File: src/hw/hcafe_pkg.sv
// Constants, types and carrier structs for the host channel adapter front end.
// Summary of operation
// - Emulation mode only on byte multiplex channel.
// - One native address serves up to 256 lines.
// - Decode mode, set it, then raise level 3.
// - Program-serviced transfer buffers at most four bytes.
// - Cycle-steal buffers 16 bytes, runs to 255.
// - Cycle-steal inbound data goes straight to storage.
// - Outbound: attention, host read selection, then data.
// - Level 5 adapter access: check plus level 1.
// - Enabled adapter watches for its addresses, selects.
// - Good standard command other than No-op or Test I/O gets all-zero initial status.
// - Nonstandard command on block or selector: channel end.
// - Capture address and command, then level 3.
// - Data sequence moves data, ends with level 3.
// - Status sequence sends status, ends with level 3.
// - Disabled adapter passes selection to next adapter.
// - Address with bad parity is never recognised.
// - Native address 0-255, interfaces A and B separate.
// - Emulation group: low multiple of 16, high 4n-1.
// - Low above high recognises no emulation address.
// - Native address wins over emulation range.
// - Emulation addresses dead until program makes them live.
package hcafe_pkg;
  typedef enum logic [2:0] {
    ST_READY    = 3'h0,
    ST_INIT_SEL = 3'h1,
    ST_DATA     = 3'h3,
    ST_STATUS   = 3'h2,
    ST_DISABLED = 3'h6
  } hcafe_state_t;
  typedef enum logic [1:0] {
    CH_BYTE_MUX  = 2'h0,
    CH_SELECTOR  = 2'h1,
    CH_BLOCK_MUX = 2'h2
  } hcafe_chan_t;
  typedef enum logic [2:0] {
    OP_NONE         = 3'h0,
    OP_START_DATA   = 3'h1,
    OP_START_STATUS = 3'h2,
    OP_WRITE_BYTE   = 3'h3,
    OP_READ_BYTE    = 3'h4,
    OP_ACK_L3       = 3'h5,
    OP_ACK_L1       = 3'h6
  } hcafe_op_t;
  localparam logic [2:0] LVL_BACKGROUND  = 3'h5;
  localparam logic [7:0] CMD_TEST_IO     = 8'h00;
  localparam logic [7:0] CMD_NO_OP       = 8'h03;
  localparam logic [3:0] CMD_SENSE       = 4'h4;
  localparam logic [1:0] CMD_DIR_WRITE   = 2'h1;
  localparam logic [1:0] CMD_DIR_NONE    = 2'h0;
  localparam logic [7:0] STAT_ZERO       = 8'h00;
  localparam logic [7:0] STAT_CHAN_END   = 8'h08;
  localparam logic [7:0] STAT_DEV_END    = 8'h04;
  localparam logic [7:0] STAT_UNIT_CHECK = 8'h02;
  localparam logic [7:0] EMU_LOW_MASK    = 8'hf0;
  localparam logic [7:0] EMU_HIGH_FILL   = 8'h03;
  localparam int         FIFO_W          = 8;
  localparam int         FIFO_DEPTH      = 16;
  localparam int         CNT_W           = 5;
  localparam logic [4:0] PIO_FILL        = 5'h04;
  localparam logic [7:0] PIO_RUN         = 8'h04;
  typedef struct packed {
    logic select;
    logic addr_out;
    logic cmd_out;
    logic serv_out;
  } hcafe_tags_t;
  typedef struct packed {
    logic       par;
    logic [7:0] data;
  } hcafe_bus_t;
  typedef struct packed {
    logic        prog_en;
    logic        panel_en;
    logic        live;
    logic        iface_b;
    hcafe_chan_t chan;
    logic [7:0]  nsc_a;
    logic [7:0]  nsc_b;
    logic [7:0]  emu_low;
    logic [7:0]  emu_high;
  } hcafe_cfg_t;
  typedef struct packed {
    hcafe_tags_t tags;
    hcafe_bus_t  bus;
    hcafe_cfg_t  cfg;
  } hcafe_pins_t;
  typedef struct packed {
    logic       emul;
    logic [7:0] addr;
    logic [7:0] cmd;
  } hcafe_sel_t;
endpackage : hcafe_pkg

File: src/hw/hcafe_fifo.sv
// Flip-flop FIFO with valid and ready on both sides and a flush.
`timescale 1ns/1ps
module hcafe_fifo #(
  parameter int W     = 8,
  parameter int DEPTH = 16,
  parameter int CW    = 5
) (
  input  wire logic          i_core_clk,
  input  wire logic          i_rst_n,
  input  wire logic          i_flush,
  input  wire logic          i_in_valid,
  output logic               o_in_ready,
  input  wire logic [W-1:0]  i_in_data,
  output logic               o_out_valid,
  input  wire logic          i_out_ready,
  output logic [W-1:0]       o_out_data,
  output logic [CW-1:0]      o_count
);
  localparam int AW = $clog2(DEPTH);
  logic [W-1:0]  mem_r [DEPTH];
  logic [AW-1:0] wr_r;
  logic [AW-1:0] rd_r;
  logic [CW-1:0] cnt_r;
  logic          push;
  logic          pop;

  // Full and empty come straight from the occupancy count.
  assign o_in_ready  = (cnt_r != CW'(DEPTH));
  assign o_out_valid = (cnt_r != '0);
  assign push        = i_in_valid & o_in_ready;
  assign pop         = i_out_ready & o_out_valid;
  assign o_out_data  = mem_r[rd_r];
  assign o_count     = cnt_r;

  // Pointers wrap naturally because the depth is a power of two.
  always_ff @(posedge i_core_clk) begin
    if (!i_rst_n || i_flush) begin
      wr_r  <= '0;
      rd_r  <= '0;
      cnt_r <= '0;
    end else begin
      wr_r  <= wr_r + AW'(push);
      rd_r  <= rd_r + AW'(pop);
      cnt_r <= cnt_r + CW'(push) - CW'(pop);
    end
  end

  // Storage is written only on an accepted push.
  always_ff @(posedge i_core_clk) begin
    if (push) begin
      mem_r[wr_r] <= i_in_data;
    end
  end
endmodule : hcafe_fifo

File: src/hw/hcafe_addr_dec.sv
// Device address recognition for native and emulation subchannels.
`timescale 1ns/1ps
module hcafe_addr_dec import hcafe_pkg::*; (
  input  hcafe_bus_t i_bus,
  input  hcafe_cfg_t i_cfg,
  output logic       o_nsc_hit,
  output logic       o_esc_hit
);
  logic       par_ok;
  logic [7:0] nsc_addr;
  logic [7:0] lo;
  logic [7:0] hi;
  logic       in_range;
  logic       nsc_match;

  // Odd parity over address and parity bit must hold before decoding.
  assign par_ok    = ^{i_bus.par, i_bus.data};
  // Each interface carries its own native address.
  assign nsc_addr  = i_cfg.iface_b ? i_cfg.nsc_b : i_cfg.nsc_a;
  assign nsc_match = (i_bus.data == nsc_addr);
  // Low bound snaps to a multiple of 16, high bound to 4n-1.
  assign lo        = i_cfg.emu_low & EMU_LOW_MASK;
  assign hi        = i_cfg.emu_high | EMU_HIGH_FILL;
  // An inverted group holds no address.
  assign in_range  = (lo <= hi) && (i_bus.data >= lo) && (i_bus.data <= hi);
  assign o_nsc_hit = par_ok && nsc_match;
  // Native wins; emulation needs the live bit and a byte multiplex channel.
  assign o_esc_hit = par_ok && in_range && !nsc_match
                     && i_cfg.live
                     && (i_cfg.chan == CH_BYTE_MUX);
endmodule : hcafe_addr_dec

File: src/hw/hcafe_top.sv
// Host channel adapter front end: selection, data and status sequencing.
`timescale 1ns/1ps
module hcafe_top import hcafe_pkg::*; (
  input  wire logic       i_core_clk,
  input  wire logic       i_rst_n,
  input  hcafe_tags_t     i_chan_tags,
  input  hcafe_bus_t      i_chan_bus,
  input  hcafe_cfg_t      i_cfg,
  output logic            o_select_out,
  output logic            o_addr_in,
  output logic            o_status_in,
  output logic            o_serv_in,
  output hcafe_bus_t      o_bus_in,
  input  wire logic       i_cpu_req,
  input  wire logic [2:0] i_cpu_level,
  input  hcafe_op_t       i_cpu_op,
  input  wire logic [7:0] i_cpu_wdata,
  input  wire logic       i_cycle_steal,
  output logic [7:0]      o_cpu_rdata,
  output logic            o_buf_room,
  output logic            o_lvl1_irq,
  output logic            o_io_check,
  output logic            o_lvl3_irq,
  output hcafe_sel_t      o_sel_info,
  output hcafe_state_t    o_state,
  output logic            o_cs_wr_valid,
  output logic [7:0]      o_cs_wr_data,
  input  wire logic       i_cs_wr_ready,
  output logic            o_cs_rd_ready,
  input  wire logic       i_cs_rd_valid,
  input  wire logic [7:0] i_cs_rd_data
);
  hcafe_pins_t  pins_w;
  hcafe_pins_t  sync1_r;
  hcafe_pins_t  sync2_r;
  hcafe_tags_t  prev_r;
  hcafe_tags_t  tg;
  hcafe_tags_t  rise_w;
  hcafe_cfg_t   cfg;
  hcafe_state_t st_r;
  hcafe_state_t st_nxt;
  hcafe_sel_t   sel_r;
  hcafe_sel_t   sel_nxt;
  hcafe_bus_t   bus_in_r;
  hcafe_bus_t   bus_in_nxt;
  logic         ph_r;
  logic         ph_nxt;
  logic [7:0]   left_r;
  logic [7:0]   left_nxt;
  logic [7:0]   fetch_r;
  logic [7:0]   fetch_nxt;
  logic         aio_r;
  logic         aio_nxt;
  logic         serv_in_r;
  logic         serv_in_nxt;
  logic         addr_in_r;
  logic         addr_in_nxt;
  logic         status_in_r;
  logic         status_in_nxt;
  logic         lvl3_r;
  logic         lvl3_nxt;
  logic         lvl1_r;
  logic         lvl1_nxt;
  logic         io_check_r;
  logic [7:0]   rdata_r;
  logic [7:0]   rdata_nxt;
  logic         nsc_hit_w;
  logic         esc_hit_w;
  logic         hit_w;
  logic         enabled_w;
  logic         addr_take_w;
  logic         cmd_take_w;
  logic         sel_end_w;
  logic         priv_fault_w;
  logic         op_ok_w;
  logic         start_data_w;
  logic         start_stat_w;
  logic         wr_op_w;
  logic         rd_op_w;
  logic         dir_in_w;
  logic         room_w;
  logic         ch_take_w;
  logic         raise_w;
  logic         fetch_ok_w;
  logic         data_done_w;
  logic         stat_end_w;
  logic [7:0]   run_w;
  logic [7:0]   cmd_w;
  logic         cmd_par_ok_w;
  logic         std_w;
  logic         noop_tio_w;
  logic [7:0]   init_stat_w;
  logic         f_push;
  logic         f_pop;
  logic [7:0]   f_in_data;
  logic         f_in_ready;
  logic         f_out_valid;
  logic [7:0]   f_out_data;
  logic [CNT_W-1:0] f_cnt;

  // Every channel pin and strap passes two flip-flops before use.
  assign pins_w = '{tags: i_chan_tags, bus: i_chan_bus, cfg: i_cfg};
  always_ff @(posedge i_core_clk) begin
    if (!i_rst_n) begin
      sync1_r <= '0;
      sync2_r <= '0;
      prev_r  <= '0;
    end else begin
      sync1_r <= pins_w;
      sync2_r <= sync1_r;
      prev_r  <= sync2_r.tags;
    end
  end

  // Synchronised views and tag edges.
  assign tg        = sync2_r.tags;
  assign cfg       = sync2_r.cfg;
  assign rise_w    = tg & ~prev_r;
  assign enabled_w = cfg.prog_en | cfg.panel_en;

  hcafe_addr_dec u_dec (
    .i_bus     (sync2_r.bus),
    .i_cfg     (cfg),
    .o_nsc_hit (nsc_hit_w),
    .o_esc_hit (esc_hit_w)
  );

  // Selection handshake decode on the channel side.
  assign hit_w       = nsc_hit_w | esc_hit_w;
  assign addr_take_w = (st_r == ST_READY) & enabled_w & tg.select & rise_w.addr_out & hit_w;
  assign cmd_take_w  = (st_r == ST_INIT_SEL) & ~ph_r & rise_w.cmd_out;
  assign sel_end_w   = (st_r == ST_INIT_SEL) & ph_r & rise_w.serv_out;
  // Selection passes on when disabled, or when ready and this adapter does not claim it.
  assign o_select_out = tg.select & ((st_r == ST_DISABLED)
                        | ((st_r == ST_READY) & ~(hit_w & tg.addr_out)));

  // Initial status from the command byte and its parity.
  assign cmd_w        = sync2_r.bus.data;
  assign cmd_par_ok_w = ^{sync2_r.bus.par, cmd_w};
  assign std_w        = (cmd_w[1:0] != CMD_DIR_NONE) | (cmd_w[3:0] == CMD_SENSE) | (cmd_w == CMD_TEST_IO);
  assign noop_tio_w   = (cmd_w == CMD_NO_OP) | (cmd_w == CMD_TEST_IO);
  assign init_stat_w  = !cmd_par_ok_w ? STAT_UNIT_CHECK
                      : noop_tio_w ? (STAT_CHAN_END | STAT_DEV_END)
                      : std_w ? STAT_ZERO
                      : (cfg.chan != CH_BYTE_MUX) ? STAT_CHAN_END
                      : STAT_UNIT_CHECK;

  // Processor side decode; background level access is refused.
  assign priv_fault_w = i_cpu_req & (i_cpu_level == LVL_BACKGROUND);
  assign op_ok_w      = i_cpu_req & ~priv_fault_w;
  assign start_data_w = op_ok_w & (i_cpu_op == OP_START_DATA) & (st_r == ST_READY) & ~addr_take_w;
  assign start_stat_w = op_ok_w & (i_cpu_op == OP_START_STATUS) & (st_r == ST_READY) & ~addr_take_w;
  assign wr_op_w      = op_ok_w & (i_cpu_op == OP_WRITE_BYTE) & (st_r == ST_DATA);
  assign rd_op_w      = op_ok_w & (i_cpu_op == OP_READ_BYTE) & (st_r == ST_DATA);

  // Run length: at most four bytes per program service, up to 255 by cycle steal.
  assign run_w = i_cycle_steal ? i_cpu_wdata
               : ((i_cpu_wdata > PIO_RUN) ? PIO_RUN : i_cpu_wdata);

  // Direction follows the captured command.
  assign dir_in_w = (sel_r.cmd[1:0] == CMD_DIR_WRITE);
  // Program mode holds at most four bytes in the buffer.
  assign room_w   = aio_r ? f_in_ready : (f_cnt < PIO_FILL);
  assign ch_take_w = (st_r == ST_DATA) & serv_in_r & rise_w.serv_out;
  assign raise_w   = (st_r == ST_DATA) & enabled_w & ~serv_in_r & ~tg.serv_out
                   & (left_r != '0) & (dir_in_w ? room_w : f_out_valid);
  assign fetch_ok_w = (st_r == ST_DATA) & ~dir_in_w & (fetch_r != '0) & room_w;
  assign data_done_w = (st_r == ST_DATA) & (left_r == '0) & ~serv_in_r
                     & (~dir_in_w | ~f_out_valid);
  assign stat_end_w  = (st_r == ST_STATUS) & status_in_r & rise_w.serv_out;

  // Buffer filling side: host byte, storage fetch or program write.
  assign f_push    = dir_in_w ? ch_take_w
                   : aio_r ? (i_cs_rd_valid & o_cs_rd_ready)
                   : (wr_op_w & fetch_ok_w);
  assign f_in_data = dir_in_w ? cmd_w : (aio_r ? i_cs_rd_data : i_cpu_wdata);
  // Buffer draining side: storage write, program read or the channel.
  assign f_pop     = dir_in_w ? (aio_r ? ((st_r == ST_DATA) & i_cs_wr_ready) : rd_op_w)
                   : (raise_w & ~dir_in_w);

  hcafe_fifo #(
    .W     (FIFO_W),
    .DEPTH (FIFO_DEPTH),
    .CW    (CNT_W)
  ) u_fifo (
    .i_core_clk  (i_core_clk),
    .i_rst_n     (i_rst_n),
    .i_flush     (start_data_w),
    .i_in_valid  (f_push),
    .o_in_ready  (f_in_ready),
    .i_in_data   (f_in_data),
    .o_out_valid (f_out_valid),
    .i_out_ready (f_pop),
    .o_out_data  (f_out_data),
    .o_count     (f_cnt)
  );

  // Inbound cycle-steal bytes go straight to main storage.
  assign o_cs_wr_valid = (st_r == ST_DATA) & dir_in_w & aio_r & f_out_valid;
  assign o_cs_wr_data  = f_out_data;
  assign o_cs_rd_ready = fetch_ok_w & aio_r;
  assign o_buf_room    = fetch_ok_w & ~aio_r;

  // State sequencing; host selection wins over a program start.
  always_comb begin
    st_nxt = st_r;
    if (!enabled_w) begin
      st_nxt = ST_DISABLED;
    end else begin
      case (st_r)
        ST_READY: begin
          if (addr_take_w) begin
            st_nxt = ST_INIT_SEL;
          end else if (start_data_w) begin
            st_nxt = ST_DATA;
          end else if (start_stat_w) begin
            st_nxt = ST_STATUS;
          end
        end
        ST_INIT_SEL: begin
          if (sel_end_w) begin
            st_nxt = ST_READY;
          end
        end
        ST_DATA: begin
          if (data_done_w) begin
            st_nxt = ST_READY;
          end
        end
        ST_STATUS: begin
          if (stat_end_w) begin
            st_nxt = ST_READY;
          end
        end
        default: st_nxt = ST_READY;
      endcase
    end
  end

  // Selection capture: address and mode first, then the command.
  assign ph_nxt = (st_r == ST_INIT_SEL) & (ph_r | cmd_take_w);
  assign sel_nxt = addr_take_w ? hcafe_sel_t'{emul: esc_hit_w, addr: cmd_w, cmd: sel_r.cmd}
                 : cmd_take_w ? hcafe_sel_t'{emul: sel_r.emul, addr: sel_r.addr, cmd: cmd_w}
                 : sel_r;

  // Channel tag outputs, each dropped when the adapter is disabled.
  assign addr_in_nxt   = addr_take_w | (addr_in_r & ~cmd_take_w & enabled_w);
  assign status_in_nxt = (cmd_take_w | start_stat_w
                       | (status_in_r & ~sel_end_w & ~stat_end_w)) & enabled_w;
  assign serv_in_nxt   = raise_w | (serv_in_r & ~ch_take_w & enabled_w);

  // Byte shown to the host, with odd parity added.
  assign bus_in_nxt.data = addr_take_w ? cmd_w
                         : cmd_take_w ? init_stat_w
                         : start_stat_w ? i_cpu_wdata
                         : (raise_w & ~dir_in_w) ? f_out_data
                         : bus_in_r.data;
  assign bus_in_nxt.par  = ~^bus_in_nxt.data;

  // Byte counts for the channel and for the filling side.
  assign left_nxt  = start_data_w ? run_w : (ch_take_w ? left_r - 8'h01 : left_r);
  assign fetch_nxt = start_data_w ? run_w
                   : ((f_push & ~dir_in_w) ? fetch_r - 8'h01 : fetch_r);
  assign aio_nxt   = start_data_w ? i_cycle_steal : aio_r;

  // Sticky interrupts; a new event beats a same-cycle clear.
  assign lvl3_nxt = sel_end_w | data_done_w | stat_end_w
                  | (lvl3_r & ~(op_ok_w & (i_cpu_op == OP_ACK_L3)));
  assign lvl1_nxt = priv_fault_w | (lvl1_r & ~(op_ok_w & (i_cpu_op == OP_ACK_L1)));
  assign rdata_nxt = (rd_op_w & dir_in_w & ~aio_r & f_out_valid) ? f_out_data : rdata_r;

  // Sequencer registers.
  always_ff @(posedge i_core_clk) begin
    if (!i_rst_n) begin
      st_r  <= ST_READY;
      ph_r  <= 1'b0;
      sel_r <= '0;
      aio_r <= 1'b0;
    end else begin
      st_r  <= st_nxt;
      ph_r  <= ph_nxt;
      sel_r <= sel_nxt;
      aio_r <= aio_nxt;
    end
  end

  // Channel-facing output registers.
  always_ff @(posedge i_core_clk) begin
    if (!i_rst_n) begin
      addr_in_r   <= 1'b0;
      status_in_r <= 1'b0;
      serv_in_r   <= 1'b0;
      bus_in_r    <= '0;
    end else begin
      addr_in_r   <= addr_in_nxt;
      status_in_r <= status_in_nxt;
      serv_in_r   <= serv_in_nxt;
      bus_in_r    <= bus_in_nxt;
    end
  end

  // Counters, interrupts and read data.
  always_ff @(posedge i_core_clk) begin
    if (!i_rst_n) begin
      left_r     <= '0;
      fetch_r    <= '0;
      lvl3_r     <= 1'b0;
      lvl1_r     <= 1'b0;
      io_check_r <= 1'b0;
      rdata_r    <= '0;
    end else begin
      left_r     <= left_nxt;
      fetch_r    <= fetch_nxt;
      lvl3_r     <= lvl3_nxt;
      lvl1_r     <= lvl1_nxt;
      io_check_r <= priv_fault_w;
      rdata_r    <= rdata_nxt;
    end
  end

  // Output map.
  assign o_addr_in   = addr_in_r;
  assign o_status_in = status_in_r;
  assign o_serv_in   = serv_in_r;
  assign o_bus_in    = bus_in_r;
  assign o_cpu_rdata = rdata_r;
  assign o_lvl1_irq  = lvl1_r;
  assign o_io_check  = io_check_r;
  assign o_lvl3_irq  = lvl3_r;
  assign o_sel_info  = sel_r;
  assign o_state     = st_r;
endmodule : hcafe_top

File: config.mk
export PLATFORM = sky130hd
export DESIGN_NAME = hcafe_top
export DESIGN_NICKNAME = d
export VERILOG_FILES = /design/src/hw/hcafe_pkg.sv /design/src/hw/hcafe_fifo.sv /design/src/hw/hcafe_addr_dec.sv /design/src/hw/hcafe_top.sv
export SDC_FILE = /design/constraint.sdc
export NUM_CORES = 1
export LEC_CHECK = 0
export BUFFER_PORTS_ARGS = -buffer_cell sky130_fd_sc_hd__buf_2
export CORE_ASPECT_RATIO = 0.75
export CORE_UTILIZATION = 30
export CTS_BUF_LIST = sky130_fd_sc_hd__clkbuf_8 sky130_fd_sc_hd__clkbuf_16
export DETAILED_ROUTE_END_ITERATION = 6
export HOLD_SLACK_MARGIN = 0.08
export PLACE_DENSITY_LB_ADDON = 0.08
export SLEW_MARGIN = 25
export SYNTH_ARGS = -nofsm -noshare
export SYNTH_HDL_FRONTEND = slang
export SYNTH_SLANG_ARGS = --single-unit
export TNS_END_PERCENT = 1
File: constraint.sdc
create_clock -name i_core_clk -period 5.6 [get_ports i_core_clk]
set_input_delay 0.28 -clock i_core_clk [delete_from_list [all_inputs] [get_ports i_core_clk]]
set_output_delay 0.28 -clock i_core_clk [all_outputs]
set_load 0.005 [all_outputs]
# [Yosys cells after proc, flatten, opt, wreduce, memory -nomap -nowiden]
# Memory sizes are Yosys's and may differ from the RTL's. A register that Yosys moved wholly into a read port is not among the register bits.
# Cells that the tools add are included.
[word_totals] mem_count=1 ff_bits=179 output_inout_bits=55 in_bits=79 ram_bits=128 wordCells=251
[op_classes] n_lt_le_gt_ge=5 add_sub_neg=6 n_eq_ne=24 reduce_logical=27 mux=36 n_bitwise=98
[memory_table] memory="u_fifo.mem_r" words=16 width=8 read_ports=1 rd_clocked_by_memory_dff=1 wr=1 line="hcafe_fifo.sv:20" text="logic [W-1:0] mem_r [DEPTH];"
[op_table] cell="$mux W8" count=14
[op_table] cell="$and A1 B1 Y1" count=65
[op_table] cell="$mux W3" count=7
[op_table] cell="$mux W4" count=5
[op_table] cell="$mux W17" count=1
[op_table] cell="$le A8 B8 Y1" count=2
[op_table] cell="$logic_not A8 Y1" count=2
[op_table] cell="$or A1 B1 Y1" count=16
[op_table] cell="$reduce_bool A8 Y1" count=2
[op_table] cell="$sub A8 B1 Y8 const B" count=2
[op_table] cell="$eq A3 B3 Y1 const B" count=5
[op_table] cell="$not A1 Y1" count=15
[op_table] cell="$eq A3 B2 Y1 const B" count=4
[op_table] cell="$pmux W3 S4" count=1
[op_table] cell="$ne A5 B5 Y1 const B" count=2
[op_table] cell="$ne A3 B3 Y1 const B" count=3
[op_table] cell="$reduce_xor A9 Y1" count=1
[op_table] cell="$add A4 B1 Y4" count=2
[op_table] cell="$eq A8 B2 Y1 const B" count=1
[op_table] cell="$eq A8 B8 Y1" count=1
[op_table] cell="$ge A8 B8 Y1" count=1
[op_table] cell="$gt A8 B3 Y1 const B" count=1
[op_table] cell="$mux W1" count=8
[op_table] cell="$reduce_and A4 Y1" count=2
[op_table] cell="19 further kinds" count=33

# [Logic depth before layout (Yosys ltp)]
# Gate-level depths: netlist (run 1).
[logic_depth] depth_word=16 depth_mapped=19 depth_no_buf=18

# [By module]
# From an unflattened synthesis (run 1), not the netlist that was laid out.
[hier_totals] hier_cells=1053 area_unflattened_um2=12627.1
[by_module_without_submodules] module="hcafe_top" area_each_um2=6383.6 seq_area_each_um2=3323.2 cells_each=689 instances=1
[by_module_without_submodules] module="hcafe_fifo" area_each_um2=5632.9 seq_area_each_um2=4103.9 cells_each=287 instances=1
[by_module_without_submodules] module="hcafe_addr_dec" area_each_um2=610.6 seq_area_each_um2=0.0 cells_each=77 instances=1

# [Worst setup path before layout (run 1)]
# Ideal clock, no wire load.
[synth_path] path_kind="register -> register" startpoint="reg st_r[0] (netlist: o_state[0])" endpoint="mem u_fifo.mem_r[0][0] (enable)" setup_time_ps=383 t_arrival_ps=3069 synth_period_minus_slack_ps=3453 path_slack_ps=2147 required_time_ps=5217 path_stages_with_launch=11 path_cell_list="dfxtp_1 > buf_2 > nand3b_1 > a311oi_1 > and4b_1 > a32o_1 > clkbuf_1 > a21oi_1 > a21oi_1 > or3b_2 > nor3_1"
[synth_via] elab_chain_cells=11 elab_cells_between_ends=15 cone_classes="eq/ne (1); mux (4); bitwise (10)"
[synth_rtl] item="start: declaration" line="hcafe_top.sv:40" text="hcafe_state_t st_r;"
[synth_rtl] item="start signal: assignment" line="hcafe_top.sv:280" text="st_r <= st_nxt;"
[synth_rtl] item="$eq A3 B2 Y1 *" line="hcafe_top.sv:153, hcafe_top.sv:164, hcafe_top.sv:167"
[synth_rtl] item="$and A1 B1 Y1 (3 in series)" line="hcafe_top.sv:167" text="assign fetch_ok_w = (st_r == ST_DATA) & ~dir_in_w & (fetch_r != '0) & room_w;"
[synth_rtl] item="$and A1 B1 Y1" line="hcafe_top.sv:201" text="assign o_cs_rd_ready = fetch_ok_w & aio_r;"
[synth_rtl] item="$and A1 B1 Y1" line="hcafe_top.sv:174" text=": aio_r ? (i_cs_rd_valid & o_cs_rd_ready)"
[synth_rtl] item="$mux W1" line="hcafe_top.sv:174"
[synth_rtl] item="$mux W1 *" line="hcafe_top.sv:173" text="assign f_push = dir_in_w ? ch_take_w"
[synth_rtl] item="$and A1 B1 Y1 *" line="hcafe_fifo.sv:30" text="assign push = i_in_valid & o_in_ready;"
[synth_rtl] item="$mux W1 *" line="hcafe_fifo.sv:50" text="if (push) begin"
[synth_rtl] item="$mux W1 (implied by the code) *" line="hcafe_fifo.sv:51" text="mem_r[wr_r] <= i_in_data;"
[synth_rtl] item="end: declaration" line="hcafe_fifo.sv:20"
# Mark *: on every way between the ends. The rest lies on a longest branch, timed or not.

# [Worst setup path after layout (run 1)]
[layout_path] startpoint="reg sync2_r (netlist bit cmd_w[2])" endpoint="reg fetch_r[5]"
[layout_via] elab_chain_cells=12 elab_cells_between_ends=18 cone_classes="order compare (2); eq/ne (1); mux (1); bitwise (4); reduce/logical (10)"
[layout_rtl] item="start: declaration" line="hcafe_top.sv:35" text="hcafe_pins_t sync2_r;"
[layout_rtl] item="start signal: assignment" line="hcafe_top.sv:110" text="sync2_r <= sync1_r;"
[layout_rtl] item="$ge A8 B8 Y1" line="hcafe_addr_dec.sv:25" text="assign in_range = (lo <= hi) && (i_bus.data >= lo) && (i_bus.data <= hi);"
[layout_rtl] item="$logic_and A1 B1 Y1 (2 in series)" line="hcafe_addr_dec.sv:25"
[layout_rtl] item="$logic_and A1 B1 Y1 (2 in series)" line="hcafe_addr_dec.sv:28" text="assign o_esc_hit = par_ok && in_range && !nsc_match"
[layout_rtl] item="$logic_and A1 B1 Y1" line="hcafe_addr_dec.sv:29" text="&& i_cfg.live"
[layout_rtl] item="$logic_and A1 B1 Y1" line="hcafe_addr_dec.sv:30" text="&& (i_cfg.chan == CH_BYTE_MUX);"
[layout_rtl] item="$or A1 B1 Y1 *" line="hcafe_top.sv:129" text="assign hit_w = nsc_hit_w | esc_hit_w;"
[layout_rtl] item="$and A1 B1 Y1 *" line="hcafe_top.sv:130" text="assign addr_take_w = (st_r == ST_READY) & enabled_w & tg.select & rise_w.addr_out & hit_w;"
[layout_rtl] item="$not A1 Y1 (no source line) *"
[layout_rtl] item="$and A1 B1 Y1 *" line="hcafe_top.sv:151" text="assign start_data_w = op_ok_w & (i_cpu_op == OP_START_DATA) & (st_r == ST_READY) & ~addr_take_w;"
[layout_rtl] item="$mux W8 / $reduce_bool A2 Y1 (equally long branches)"
[layout_rtl] item="end signal: assignment" line="hcafe_top.sv:313" text="fetch_r <= fetch_nxt;"
[layout_rtl] item="end: declaration" line="hcafe_top.sv:50" text="logic [7:0] fetch_r;"
# Marks and branches as above.
# A chain may end at the register's enable or synchronous reset.

==> results.txt, run 1 <==
The number of max-slew violations in the final report came out at 0. The antenna diode instance count came out at 0. The overall die width is 234 um. STA classifies the critical path startpoint as a flip-flop. The share of synthesized cell area in and, or, nand and nor gates is 15.17%. The clock slew at the register clock pins of the worst setup and hold paths came out at around 60 ps. The total congestion overflow after global routing is 0. The detailed-route via count is 8224. The internal power contribution is around 3.7 mW. The worst slew margin relative to its limit came out at 32.98%.

The standard cell core area came out at roughly 40000 um2. The synthesized area came out at 12110 um2. The total clock buffers created by CTS is 31. Port buffering added about 130 buffers. In the global route stage, overall resource usage came out at 16.10%. The storage element area is ~7200 um2. For this design the ratio of total power to cell area is 314.0 nW/um2. The number of I/O pins is 134.

The final-report hold violation count came out at 0. The count of TritonRoute iterations in the first routing pass is 6. The share of the synthesized area in the top cell type came out at 31.74%. The sum of routed wire length over all layers is 33110 um. The routability congestion estimate from global placement came out at 0.8357. The buffer depth of the longest clock path is 3. The clock tree root buffer cell is clkbuf_16. The clock network is responsible for 46.1% of the overall power. The minimum clock period after layout came out at just over 4000 ps.

The delay of the slowest critical-path stage is ~630 ps. The placed instance area came out at 13370 um2. The maximum clock frequency came out at 245.2 MHz.

The die height came out at 176 um. The share of power burned in combinational logic is 4.9%. The number of standard cells after synthesis is ~1000. TritonCTS built the clock tree. The finished cells cover 14940 um2. The H-tree depth came out at 1. The die covers 41180 um2.

Entering global routing, the biggest net connects 76 pins. After routing, the total negative slack on setup checks comes to 0 ps. The most frequently used cell type in the post-synthesis netlist is dfxtp_1.

The count of flip-flops with a built-in enable after synthesis is 128. The detailed placer's ending HPWL is 23190 um. Relative to the synthesized area, the layout overhead comes to 23.35%. The worst setup path is captured at a flip-flop. The slowest cell on the critical path is dfxtp_1.

The sequential fraction of the synthesis area came out at 59.34%. The analysis attributes to cell leakage a power of 5.622 nW. The post-cts resize count is 0. The post-synthesis area per instance came out at between 10 and 15 um2. Counting stages on the worst path, the most repeated cell is nor2_1. The initial detailed-routing violation count is 563. The largest fanout on the critical path came out at 12. The number of distinct standard cells referenced by the synthesized netlist is 73. The post-detailed-route count of antenna-violating nets is 0.

Of the available clock period, the critical path in the final layout requires 72.83%. The proportion of synthesized area in mux cells came out at 7.697%. Summing all multi-input logic gate instances after layout gives around 4600 um2. The largest total area in the synthesized netlist belongs to edfxtp_1.

The highest ir drop seen on vdd came out at between 0.2 and 0.25 mV. The critical path goes through inv_1, ha_1, and4_1, o311ai_1, a221o_1, a2bb2oi_2, o21ai_0, buf_4, nor2_1, nand2_1, a21oi_1, nor2_1, a211oi_1. The number of rows in the core area came out at 63. The type of the worst min-delay path is input port to flip-flop. The post-route clock skew is 8.902 ps.

Once layout is complete, the utilization of the core stands at 37.68%. The switching component of the power is 1.027 mW. The via count of the first global-routing pass came to 7903.

The layout net count came out at about 1300. The initial antenna violation count was 0. The classification of the worst setup path is flip-flop to flip-flop. The synthesized flop and latch total is 295.

The flow ran to the end, but the final reports show violations. The fraction of the mapped netlist area in adder cells came out at 3.678%. Ranked by total cell area, the synthesized netlist is headed by edfxtp_1 (32%), dfxtp_1 (28%), and2_1 (5.5%). The share of total power consumed by net switching came out at 21.90%. For this run, design rule violations remaining after detail routing come to 6. Dividing the detail-routed via count by the number of cells gives 4.718. The final reports fail on DRC. The combinational family with the most area after synthesis is simple AND/OR/NAND/NOR gates. At the worst endpoint, the required time is 6080 ps. After filler insertion, the fill cell instance count of the layout stands at 3890. The pin slew with the least headroom to its limit came out at 1002 ps. For the worst setup path, the data arrival time is around 4600 ps. The number of setup violations in the final report came out at 0.

Once the floorplan was initialized, standard cells occupied 30.54% of the core. Counting instances in the post-synthesis netlist gives the leading cell types as dfxtp_1 (167), edfxtp_1 (128), and2_1 (107). The clock reaches the later pin of the worst-skew pair after 580 ps. For this run, asynchronously set or reset flops after synthesis account for 0%.

The total of max-cap violations is 0. The number of warning messages in the yosys log came out at 0. The xor/xnor share of the synthesized area came out at 2.356%.

The share of power burned in registers is 49.1%. The mean routed wirelength per cell is 19.00 um. For this run, the leading register cell type out of synthesis is dfxtp_1.

The synthesized netlist net count is 1130. Setup repair after global routing left no endpoint under its margin. The number of clock sinks came out at 295.

The first global-routing pass estimated 49690 um of wire. The share of the synthesized area in compound gates (AO/OA/AOI/OAI) came out at under 10%. The proportion of layout cells with a drive suffix above 1 is 20.36%.
-- flip-flops by register name, indices dropped and copies added, names as in the netlist, 4 cells and up --
| signal | flops |
|---|---|
| u_fifo.mem_r | 128 |
| sync1_r | 45 |
| cfg | 32 |
| o_sel_info | 17 |
| o_bus_in | 9 |
| cmd_w | 8 |
| fetch_r | 8 |
| left_r | 8 |
| o_cpu_rdata | 8 |
| sync2_r | 5 |
| u_fifo.o_count | 5 |
| u_fifo.rd_r | 4 |
| u_fifo.wr_r | 4 |
-- power groups by stage --
| stage | sequential (mW) | combinational, mW | clock, mW |
|---|---|---|---|
| finish | 2.30 | 0.229 | 2.16 |
| global route | 2.30 | 0.253 | 2.31 |
| CTS | 2.30 | 0.232 | 2.22 |
| detailed placement | 2.35 | 0.205 | 0 |
| global placement | 2.35 | 0.204 | 0 |
| floorplan | 2.34 | 0.122 | 0 |
-- through the flow --
step	hold slack (ps)	total power [mW]	setup slack, ps	instances
6_report	128.4	4.690	1521	1743
5_1_grt	97.84	4.866	1257	1743
4_1_cts	92.22	4.756	1532	1743
3_5_place_dp	416.9	2.554	1509	1636
3_3_place_gp	415.9	2.554	1508	1636
2_1_floorplan	407.3	2.460	2147	1016
-- metal layers --
layer	wire (um)	vias up	share of wire (%)	track usage, %
met1	16780	3979	51	24.68
met2	14060	177	42	23.38
met4	583	0	1.8	3.436
met5	0	-	0	0
li1	-	4028	-	-
met3	1680	40	5.1	2.810
-- layout make-up --
type | instances | area share [%]
Sequential cell | 295 | 48.12
Multi-Input combinational cell | 635 | 30.73
Timing Repair Buffer | 198 | 8.644
Clock buffer | 36 | 5.729
Tap cell | 520 | 4.355
Clock inverter | 22 | 1.491
Inverter | 37 | 0.9297
-- logic make-up (layout without fill, tap and decap cells) --
group / after synthesis / count (layout)
AO/OA/AOI/OAI: 163 / 163
XOR/XNOR: 27 / 27
adder cells (fa/ha/maj): 35 / 35
buffers and inverters: 86 / 293
flip-flops: 295 / 295
multiplexers: 68 / 68
AND/OR/NAND/NOR: 342 / 342
-- cells in the final DEF (no fill, tap or decap), types with 4 or more instances in the layout --
| cell | Yosys | final |
|---|---|---|
| nand3_1 | 16 | 16 |
| a22oi_1 | 13 | 13 |
| xnor2_1 | 18 | 18 |
| a221oi_1 | 9 | 9 |
| a21oi_1 | 54 | 54 |
| nor2b_1 | 10 | 10 |
| bufinv_16 | 0 | 4 |
| nand2_1 | 68 | 68 |
| clkinv_2 | 0 | 7 |
| nor3_1 | 14 | 12 |
| mux4_2 | 20 | 20 |
| edfxtp_1 | 128 | 128 |
| dfxtp_1 | 167 | 166 |
| xor2_1 | 5 | 5 |
| ha_1 | 34 | 34 |
| nor4_1 | 7 | 6 |
| dlygate4sd3_1 | 0 | 49 |
| clkbuf_16 | 0 | 32 |
| mux2i_1 | 47 | 47 |
| buf_4 | 4 | 22 |
| and3_1 | 14 | 14 |
| o21ai_0 | 33 | 31 |
| nand4b_1 | 4 | 4 |
| and2_1 | 107 | 107 |
| clkbuf_8 | 0 | 4 |
| o221a_2 | 6 | 6 |
| nand3b_1 | 9 | 9 |
| inv_1 | 36 | 39 |
| nand2b_1 | 5 | 5 |
| buf_2 | 5 | 127 |
| a211oi_1 | 10 | 10 |
| a311oi_1 | 4 | 4 |
| a31oi_1 | 5 | 5 |
| nor2_1 | 70 | 69 |
-- worst paths after layout --
path	endpoint	start	slack [ps]	depth (start not counted)
max	fetch_r[5]	cmd_w[2]	1520	13
min	fetch_r[1]	i_cpu_wdata[1]	130	3
max reg2reg	fetch_r[5]	cmd_w[2]	1520	13
min reg2reg	cfg[27]	sync1_r[27]	430	1
-- critical path, delay by kind of cell (launching register included) --
kind,cells,cell delay (ps)
adder cells (fa/ha/maj),1,240
buffers and inverters,2,320
AND/OR/NAND/NOR,4,1040
flip-flops,1,630
AO/OA/AOI/OAI,6,1740
-- repair_timing --
item                                    CTS  global route
endpoints found under the setup margin    0             0
hold buffers                             49             0
setup buffers                             0             0
endpoints found under the hold margin    51             0
Power figures use the tool's default switching activity.
==> run 2, diff against run 1 <==
--- a/config.mk
+++ b/config.mk
@@ -5,6 +5,7 @@
 export SDC_FILE = /design/constraint.sdc
 export NUM_CORES = 1
 export LEC_CHECK = 0
+export ABC_AREA = 1
 export BUFFER_PORTS_ARGS = -buffer_cell sky130_fd_sc_hd__buf_2
 export CORE_ASPECT_RATIO = 0.75
 export CORE_UTILIZATION = 30
==> constraint.sdc (replaced) <==
create_clock -name i_core_clk -period 3.49 [get_ports i_core_clk]
set_input_delay 0.1745 -clock i_core_clk [delete_from_list [all_inputs] [get_ports i_core_clk]]
set_output_delay 0.1745 -clock i_core_clk [all_outputs]
set_load 0.005 [all_outputs]
==> results.txt, run 2 <==
The initial cell density of the core is 30.73% (+0.19 points). The reported leakage power is 7.258 nW (+29%). The share of the synthesized area in compound gates (AO/OA/AOI/OAI) is 10.30% (+1.5 points). The number of max-slew violations in the final report is 0 (unchanged). The kind of launch point of the worst setup path is a flip-flop.

The detailed placer's ending HPWL came out at 25280 um (+9.1%). The count of TritonRoute iterations in the first routing pass is 5 (-1). The total power divided by cell area was 484.4 nW/um2 (+54%). The insertion delay to the later sink of the worst-skew pair is 530 ps (-50 ps). The sum of buffers and inverters on the critical path was 4 (+2).

The largest fanout on the critical path is 6 (-6). The power consumption was 7.683 mW (+64%). The post-detailed-route count of antenna-violating nets came out at 0 (unchanged). The global-route wire length before repair is 55640 um (+12%). The total of max-cap violations was 0 (unchanged). The highest ir drop seen on vdd came to 0.2933 mV (+39%).

The flip-flop count of the largest register, all copies and words added is 128 (unchanged). The maximum number of pins on one net before global-route repair is 79 (+3.9%). The overall die width came to 239.3 um (+2.3%). The detailed-route via count is 10000 (+22%). The residual DRC count came to 0 (-6). The via count of the first global-routing pass came out at 9449 (+20%). More flip-flops sit in one register than any other, and that register is u_fifo.mem_r. The floorplan die area came out at 43080 um2 (+4.6%). The share of flip-flops with an asynchronous set or reset came out at 0% (unchanged). By instance count, the leading cell after synthesis is nand2_1. The delay of the slowest critical-path stage is 380 ps (-250 ps). The number of setup violations in the final report is 0 (unchanged). The clock slew at the register clock pins of the worst setup and hold paths is 70 ps (about the same). The total length of routed met3 wires is 1636 um (-2.6%). The count of flip-flops with a built-in enable after synthesis came to 128 (unchanged).

The number of buffers inserted to repair setup after CTS came out at 0 (unchanged). The synthesized netlist net count came out at 1568 (+39%). The maximum clock frequency is 319.5 MHz (+30%). The commonest cells after synthesis are nand2_1 (290), inv_1 (233), dfxtp_1 (167). The CTS tree is built.

After detailed routing, no signal wire sits above met4. The total clock buffers created by CTS came to 34 (+9.7%). The layout net count was 1781 (+36%). The worst slew margin relative to its limit was 43.48% (+10 points). The largest total area in the synthesized netlist belongs to edfxtp_1. The initial detailed-routing violation count came out at 633 (+12%). The sum of routed wire length over all layers is 36040 um (+8.9%). The buffer depth of the longest clock path came to 3 (unchanged). The number of I/O pins came out at 134 (unchanged). The number of standard cells after synthesis is 1454 (+43%). The post-synthesis area per instance came out at 8.717 um2 (-27%). STA classifies the critical path endpoint as a flip-flop.

The slowest cell on the critical path is fa_1. The pin slew with the least headroom to its limit was 838.9 ps (-162.6 ps). The synthesized area is 12670 um2 (+4.7%). The antenna diode instance count is 0 (unchanged). Traced cell by cell, the critical path runs through inv_1, ha_1, nand4_1, nand2_1, nand2_1, o2111ai_1, o41ai_1, o21ai_0, nand2_1, nand3_1, inv_2, ha_1, inv_1, fa_1, inv_1, a21oi_1, o21bai_1, or2_2, a21oi_1. The number of rows in the core area is 64 (+1.6%).

The proportion of layout cells with a drive suffix above 1 was 15.30% (-5.1 points). The final-report hold violation count came out at 0 (unchanged). The setup TNS is 0 ps (unchanged). The synthesized flop and latch total is 295 (unchanged). The data arrival time of the critical path came out at 3540 ps (-1010 ps). The number of clock sinks came out at 295 (unchanged). The total track usage came out at 16.87% (+0.77 points). The required time of the critical path came out at 3900 ps (-2180 ps). The count of input and output buffers came out at 127 (unchanged). The xor/xnor share of the synthesized area came out at 1.175% (-1.2 points). The flow ran to the end, and the final reports show no timing, DRC or antenna violations. The post-detailed-route via-to-cell ratio is 4.437 (-6.0%). Setup repair after global routing left no endpoint under its margin. The area overhead of the layout relative to synthesis came out at 25.12%. The amount of wire on met2 after detailed routing came out at 15220 um (+8.2%). The number of filler instances in the final layout came out at 4257 (+9.4%).

Sorting the synthesized cells by area gives the leading types as edfxtp_1 (30%), dfxtp_1 (26%), nand2_1 (8.6%). After synthesis, the largest family of logic cells by area is simple AND/OR/NAND/NOR gates. The number of distinct standard cells referenced by the synthesized netlist was 47 (-36%). The routability congestion estimate from global placement came out at 0.8217 (-1.7%). The number of warning messages in the yosys log is 0 (unchanged). The die height came out at 180.0 um (+2.3%). The H-tree depth was 2 (+1). The type of the worst min-delay path is input port to flip-flop. The portion of the clock cycle consumed by the worst path in the final layout is 89.68% (+17 points).

In this run the clock root is driven by a clkbuf_16. Among all flip-flop cells after synthesis, the most frequent one is dfxtp_1. The proportion of synthesized area in mux cells is 0% (-7.7 points). The top cell types in the final layout, fill and taps aside, are nand2_1 (290), inv_1 (240), nor2_1 (166), dfxtp_1 (166), edfxtp_1 (128). The sequential fraction of the synthesis area came out at 56.70% (-2.6 points).

The minimum clock period after layout is 3130 ps (-948.9 ps). The post-route clock skew came out at 20.30 ps (+11.40 ps). The fraction of the mapped netlist area in adder cells was 3.514% (-0.16 points). The total congestion overflow after global routing came to 0 (unchanged). The critical path is of the flip-flop to flip-flop type. The share of the synthesized area in the top cell type is 30.33% (-1.4 points).

The mean routed wirelength per cell was 15.99 um (-16%). The initial antenna violation count is 0 (unchanged). The standard cell core area came out at 41240 um2 (+4.0%).

The wire length the detailed router placed on met1 came out at 18440 um (+9.9%). Among cell families on the critical path, the largest total delay comes from compound AO/OA/AOI/OAI gates. The share of synthesized cell area in and, or, nand and nor gates is 19.12% (+4.0 points). The library cell used most frequently in the layout, excluding fill and tap cells, is nand2_1.
==> run 2: cell type report <==
type	instances	area [um2]	area share, %
inverters	241	915.9	5.775
repair buffers	232	1597	10.07
multi-input cells	863	4335	27.34
well taps	561	701.9	4.426
flip-flops and latches	295	7188	45.33
clock buffers	42	972.2	6.130
clock inverters	20	148.9	0.9389
==> run 2: logic make-up (layout without fill, tap and decap cells) <==
| group | after synthesis | in the layout |
|---|---|---|
| compound gates | 232 | 232 |
| xor+xnor | 17 | 17 |
| fa+ha+maj | 35 | 35 |
| flops | 295 | 295 |
| buf+inv | 296 | 535 |
| simple gates | 579 | 579 |
==> run 2: worst paths after layout <==
path                           from           endpoint  slack [ps]  depth (start not counted)
setup / recovery  u_fifo.o_count[2]  u_fifo.o_count[4]         360                         19
hold / removal              i_rst_n        sync2_r[48]         110                          3
setup reg to reg  u_fifo.o_count[2]  u_fifo.o_count[4]         360                         19
hold reg to reg          sync1_r[4]             cfg[4]         400                          2
==> run 2: power by group <==
group          leakage [nW]  total [mW]  switching (mW)  internal (mW)
registers              2.52        3.69          0.0312           3.66
logic                  4.16       0.432           0.252          0.180
clock network         0.583        3.56            1.49           2.07
total                  7.26        7.68            1.77           5.91
==> run 2: stage by stage <==
step                      util (%)  instance area, um2  setup slack, ps  hold WS (ps)  instances
after floorplan                  -               12670            455.6         272.1       1454
after global placement       34.30               14150            373.0         354.4       2134
after detailed placement     34.30               14150            289.5         358.8       2134
after CTS                    38.43               15850            276.9         83.36       2254
after global routing         38.46               15860            91.51         106.3       2254
final                        38.46               15860            360.2         108.2       2254
==> run 2: metal layers <==
metal	track usage [%]	vias up
met2	24.92	187
met4	4.667	0
met5	0	-
met3	3.010	48
met1	24.99	4625
li1	-	5141
==> run 2: repair_timing <==
item,in CTS,in global routing
endpoints found under the hold margin,60,0
hold buffers,58,0
setup endpoints to repair,0,2
gates resized for setup,0,3
==> run 2: tightest hold or removal path, cell delays in order <==
cell and delay (ps):
buf_4 240, nand2_1 110, inv_1 30
==> run 3, diff against run 2 <==
--- a/config.mk
+++ b/config.mk
@@ -12,7 +12,8 @@
 export CTS_BUF_LIST = sky130_fd_sc_hd__clkbuf_8 sky130_fd_sc_hd__clkbuf_16
 export DETAILED_ROUTE_END_ITERATION = 6
 export HOLD_SLACK_MARGIN = 0.08
-export PLACE_DENSITY_LB_ADDON = 0.08
+export MAX_ROUTING_LAYER = met4
+export PLACE_DENSITY_LB_ADDON = 0.12
 export SLEW_MARGIN = 25
 export SYNTH_ARGS = -nofsm -noshare
 export SYNTH_HDL_FRONTEND = slang
==> results.txt, run 3 (synthesized netlist as in run 2, its figures left out) <==
The antenna diode instance count came to 0 (unchanged). The number of clock sinks is 295 (unchanged). The data arrival time of the critical path is 3570 ps (+30 ps). The portion of the clock cycle consumed by the worst path in the final layout was 89.97% (+0.29 points).

Walking the worst path, the cells encountered are inv_1, ha_1, xnor2_1, xor2_1, nand2_1, nand2_1, nand3_4, nand2_4, clkinvlp_4, nand3_1, dlygate4sd3_1, a31oi_1. The number of max-slew violations in the final report came to 0 (unchanged). The floorplan die area came to 43080 um2 (unchanged). The highest ir drop seen on vdd is 0.3490 mV (+19%). The clock slew at the register clock pins of the worst setup and hold paths came out at 60 ps (about the same). The kind of launch point of the worst setup path is a flip-flop. The detailed placer's ending HPWL came out at 24510 um (-3.1%).

The minimum clock period after layout came to 3140 ps (+10.09 ps). The post-detailed-route count of antenna-violating nets came out at 0 (unchanged). The standard cell core area is 41240 um2 (unchanged).

The number of setup violations in the final report is 0 (unchanged). The number of filler instances in the final layout came out at 4232 (-0.59%). The endpoint identified for the worst register-to-register timing path is left_r[4]. The flip-flop count of the largest register, all copies and words added came out at 128 (unchanged). In this run the worst setup path begins at cmd_w[4]. The residual DRC count was 0 (unchanged). In this run the critical register-to-register path is launched from cmd_w[4]. The post-detailed-route via-to-cell ratio is 4.450 (+0.29%). The flow ran to the end, and the final reports show no timing, DRC or antenna violations. The worst setup path is of the flip-flop to flip-flop kind. The via count of the first global-routing pass is 9552 (+1.1%).

The cell count of the worst hold path came out at 3 (unchanged). The die height came out at 180.0 um (unchanged). TritonCTS built the clock tree. The H-tree depth came out at 1 (-1). The most flop-heavy register is u_fifo.mem_r. Setup repair after global routing left no endpoint under its margin. The setup TNS came to 0 ps (unchanged). The routability congestion estimate from global placement is 0.8465 (+3.0%). The worst slew margin relative to its limit came to 38.13% (-5.4 points). The required time of the critical path is 3920 ps (+20 ps). STA classifies the critical path endpoint as a flip-flop. The root buffer cell chosen for the clock tree is clkbuf_16. The initial cell density of the core is 30.73% (unchanged). The overall die width is 239.3 um (unchanged). The largest fanout on the critical path came out at 11 (+5).

The count of input and output buffers came out at 127 (unchanged). The total power divided by cell area was 474.9 nW/um2 (-2.0%). The proportion of layout cells with a drive suffix above 1 came out at 14.85% (-0.45 points). The pin slew with the least headroom to its limit came out at 918.4 ps (+79.42 ps).

The total of max-cap violations is 0 (unchanged). The number of rows in the core area was 64 (unchanged). The layout net count is 1774 (-0.39%). The count of TritonRoute iterations in the first routing pass came out at 5 (unchanged). The start point of the worst hold path is i_rst_n.

The reported leakage power is 7.181 nW (-1.1%). The global-route wire length before repair came out at 54610 um (-1.9%). Compared with the post-synthesis result, the final layout area differs by 24.28%. The worst setup slack for register-to-register paths was 350 ps (about the same).

The sum of routed wire length over all layers came out at 35230 um (-2.3%). The initial antenna violation count came out at 0 (unchanged). The number of cells on the worst reg-to-reg path came out at 12 (-7). The detailed-route via count came out at 9990 (-0.11%). The total track usage is 16.98% (+0.11 points). The mean routed wirelength per cell was 15.69 um (-1.9%).

The buffer depth of the longest clock path came to 3 (unchanged). The final-report hold violation count came out at 0 (unchanged). The post-route clock skew came out at 12.31 ps (-7.996 ps). The endpoint of the worst hold path is sync1_r[50]. The initial detailed-routing violation count came to 606 (-4.3%). The maximum number of pins on one net before global-route repair is 77 (-2.5%).

The top cell types in the final layout, fill and taps aside, are nand2_1 (290), inv_1 (236), nor2_1 (166), dfxtp_1 (166), edfxtp_1 (128). In this design, the critical path's most frequently occurring cell is nand2_1. The number of I/O pins is 134 (unchanged). The most frequent standard cell in the layout excluding fill and tap cells is nand2_1. The final core area utilization came out at 38.20% (-0.26 points). The total congestion overflow after global routing came out at 0 (unchanged).

The delay of the slowest critical-path stage came out at 600 ps (+220 ps). The insertion delay to the later sink of the worst-skew pair is 570 ps (+40 ps). The total clock buffers created by CTS came out at 31 (-8.8%). For this design, the slowest cell found on the critical path is dlygate4sd3_1. The worst hold path belongs to the class input port to flip-flop. The maximum clock frequency is 318.5 MHz (-0.32%).
## run 3: cell count changes in the layout (fill, tap and decap cells not counted), sizes merged
cell         before  now
dlygate4sd3      58   60
buf             174  168
bufinv            1    2
inv             252  244
clkinv            5    9
clkinvlp          3    4
clkbuf           42   39
## run 3: worst max-delay path by stage
stage                     slack, ps                 to  depth (start not counted)
final                           350          left_r[4]                         12
after global routing             50  u_fifo.o_count[4]                         17
after CTS                       180          left_r[4]                         13
after detailed placement        300  u_fifo.o_count[4]                         17
after global placement          290  u_fifo.o_count[4]                         17
after floorplan                 460  u_fifo.o_count[4]                         18
## run 3: cell type report
cell class / count / area [um2] / area share (%)
multi-input cells: 863 / 4340 / 27.55
repair buffers: 228 / 1559 / 9.897
well taps: 561 / 701.9 / 4.456
clock inverters: 18 / 138.9 / 0.8817
inverters: 241 / 915.9 / 5.814
clock buffers: 39 / 908.4 / 5.766
flip-flops and latches: 295 / 7188 / 45.63
## run 3: through the flow
stage | setup slack (ps) | area (um2) | total power [mW] | std cells | hold WS, ps
floorplan | 455.6 | 12670 | 3.992 | 1454 | 272.1
global placement | 288.0 | 14080 | 4.148 | 2128 | 353.7
detailed placement | 303.7 | 14080 | 4.151 | 2128 | 357.7
CTS | 176.6 | 15730 | 7.586 | 2245 | 86.12
global route | 45.46 | 15750 | 7.796 | 2245 | 137.7
finish | 350.1 | 15750 | 7.481 | 2245 | 122.6
## run 3: layer usage
layer | GRT usage (%) | part of all wire (%)
met1 | 23.44 | 49
met2 | 25.66 | 44
met3 | 3.378 | 4.9
met4 | 3.462 | 2.0
met5 | - | 0
## run 3: repair_timing
item,in CTS,in global routing
hold buffers,60,0
setup buffers,0,0
setup endpoints to repair,0,5
resized for setup,0,5
endpoints found under the hold margin,62,0
## run 3: critical path, delay by kind of cell, from the launching register on
| kind | cells | cell delay (ps) |
|---|---|---|
| XOR/XNOR | 2 | 380 |
| flip-flops | 1 | 310 |
| AO/OA/AOI/OAI | 1 | 90 |
| adder cells (fa/ha/maj) | 1 | 310 |
| AND/OR/NAND/NOR | 5 | 840 |
| buffers and inverters | 3 | 1090 |
## run 3: power by group
| group | switching [mW] | internal (mW) | total, mW | leakage, nW |
|---|---|---|---|---|
| clock | 1.38 | 1.97 | 3.36 | 0.532 |
| combinational | 0.255 | 0.178 | 0.433 | 4.13 |
| sequential | 0.0292 | 3.66 | 3.69 | 2.52 |
| total | 1.67 | 5.81 | 7.48 | 7.18 |
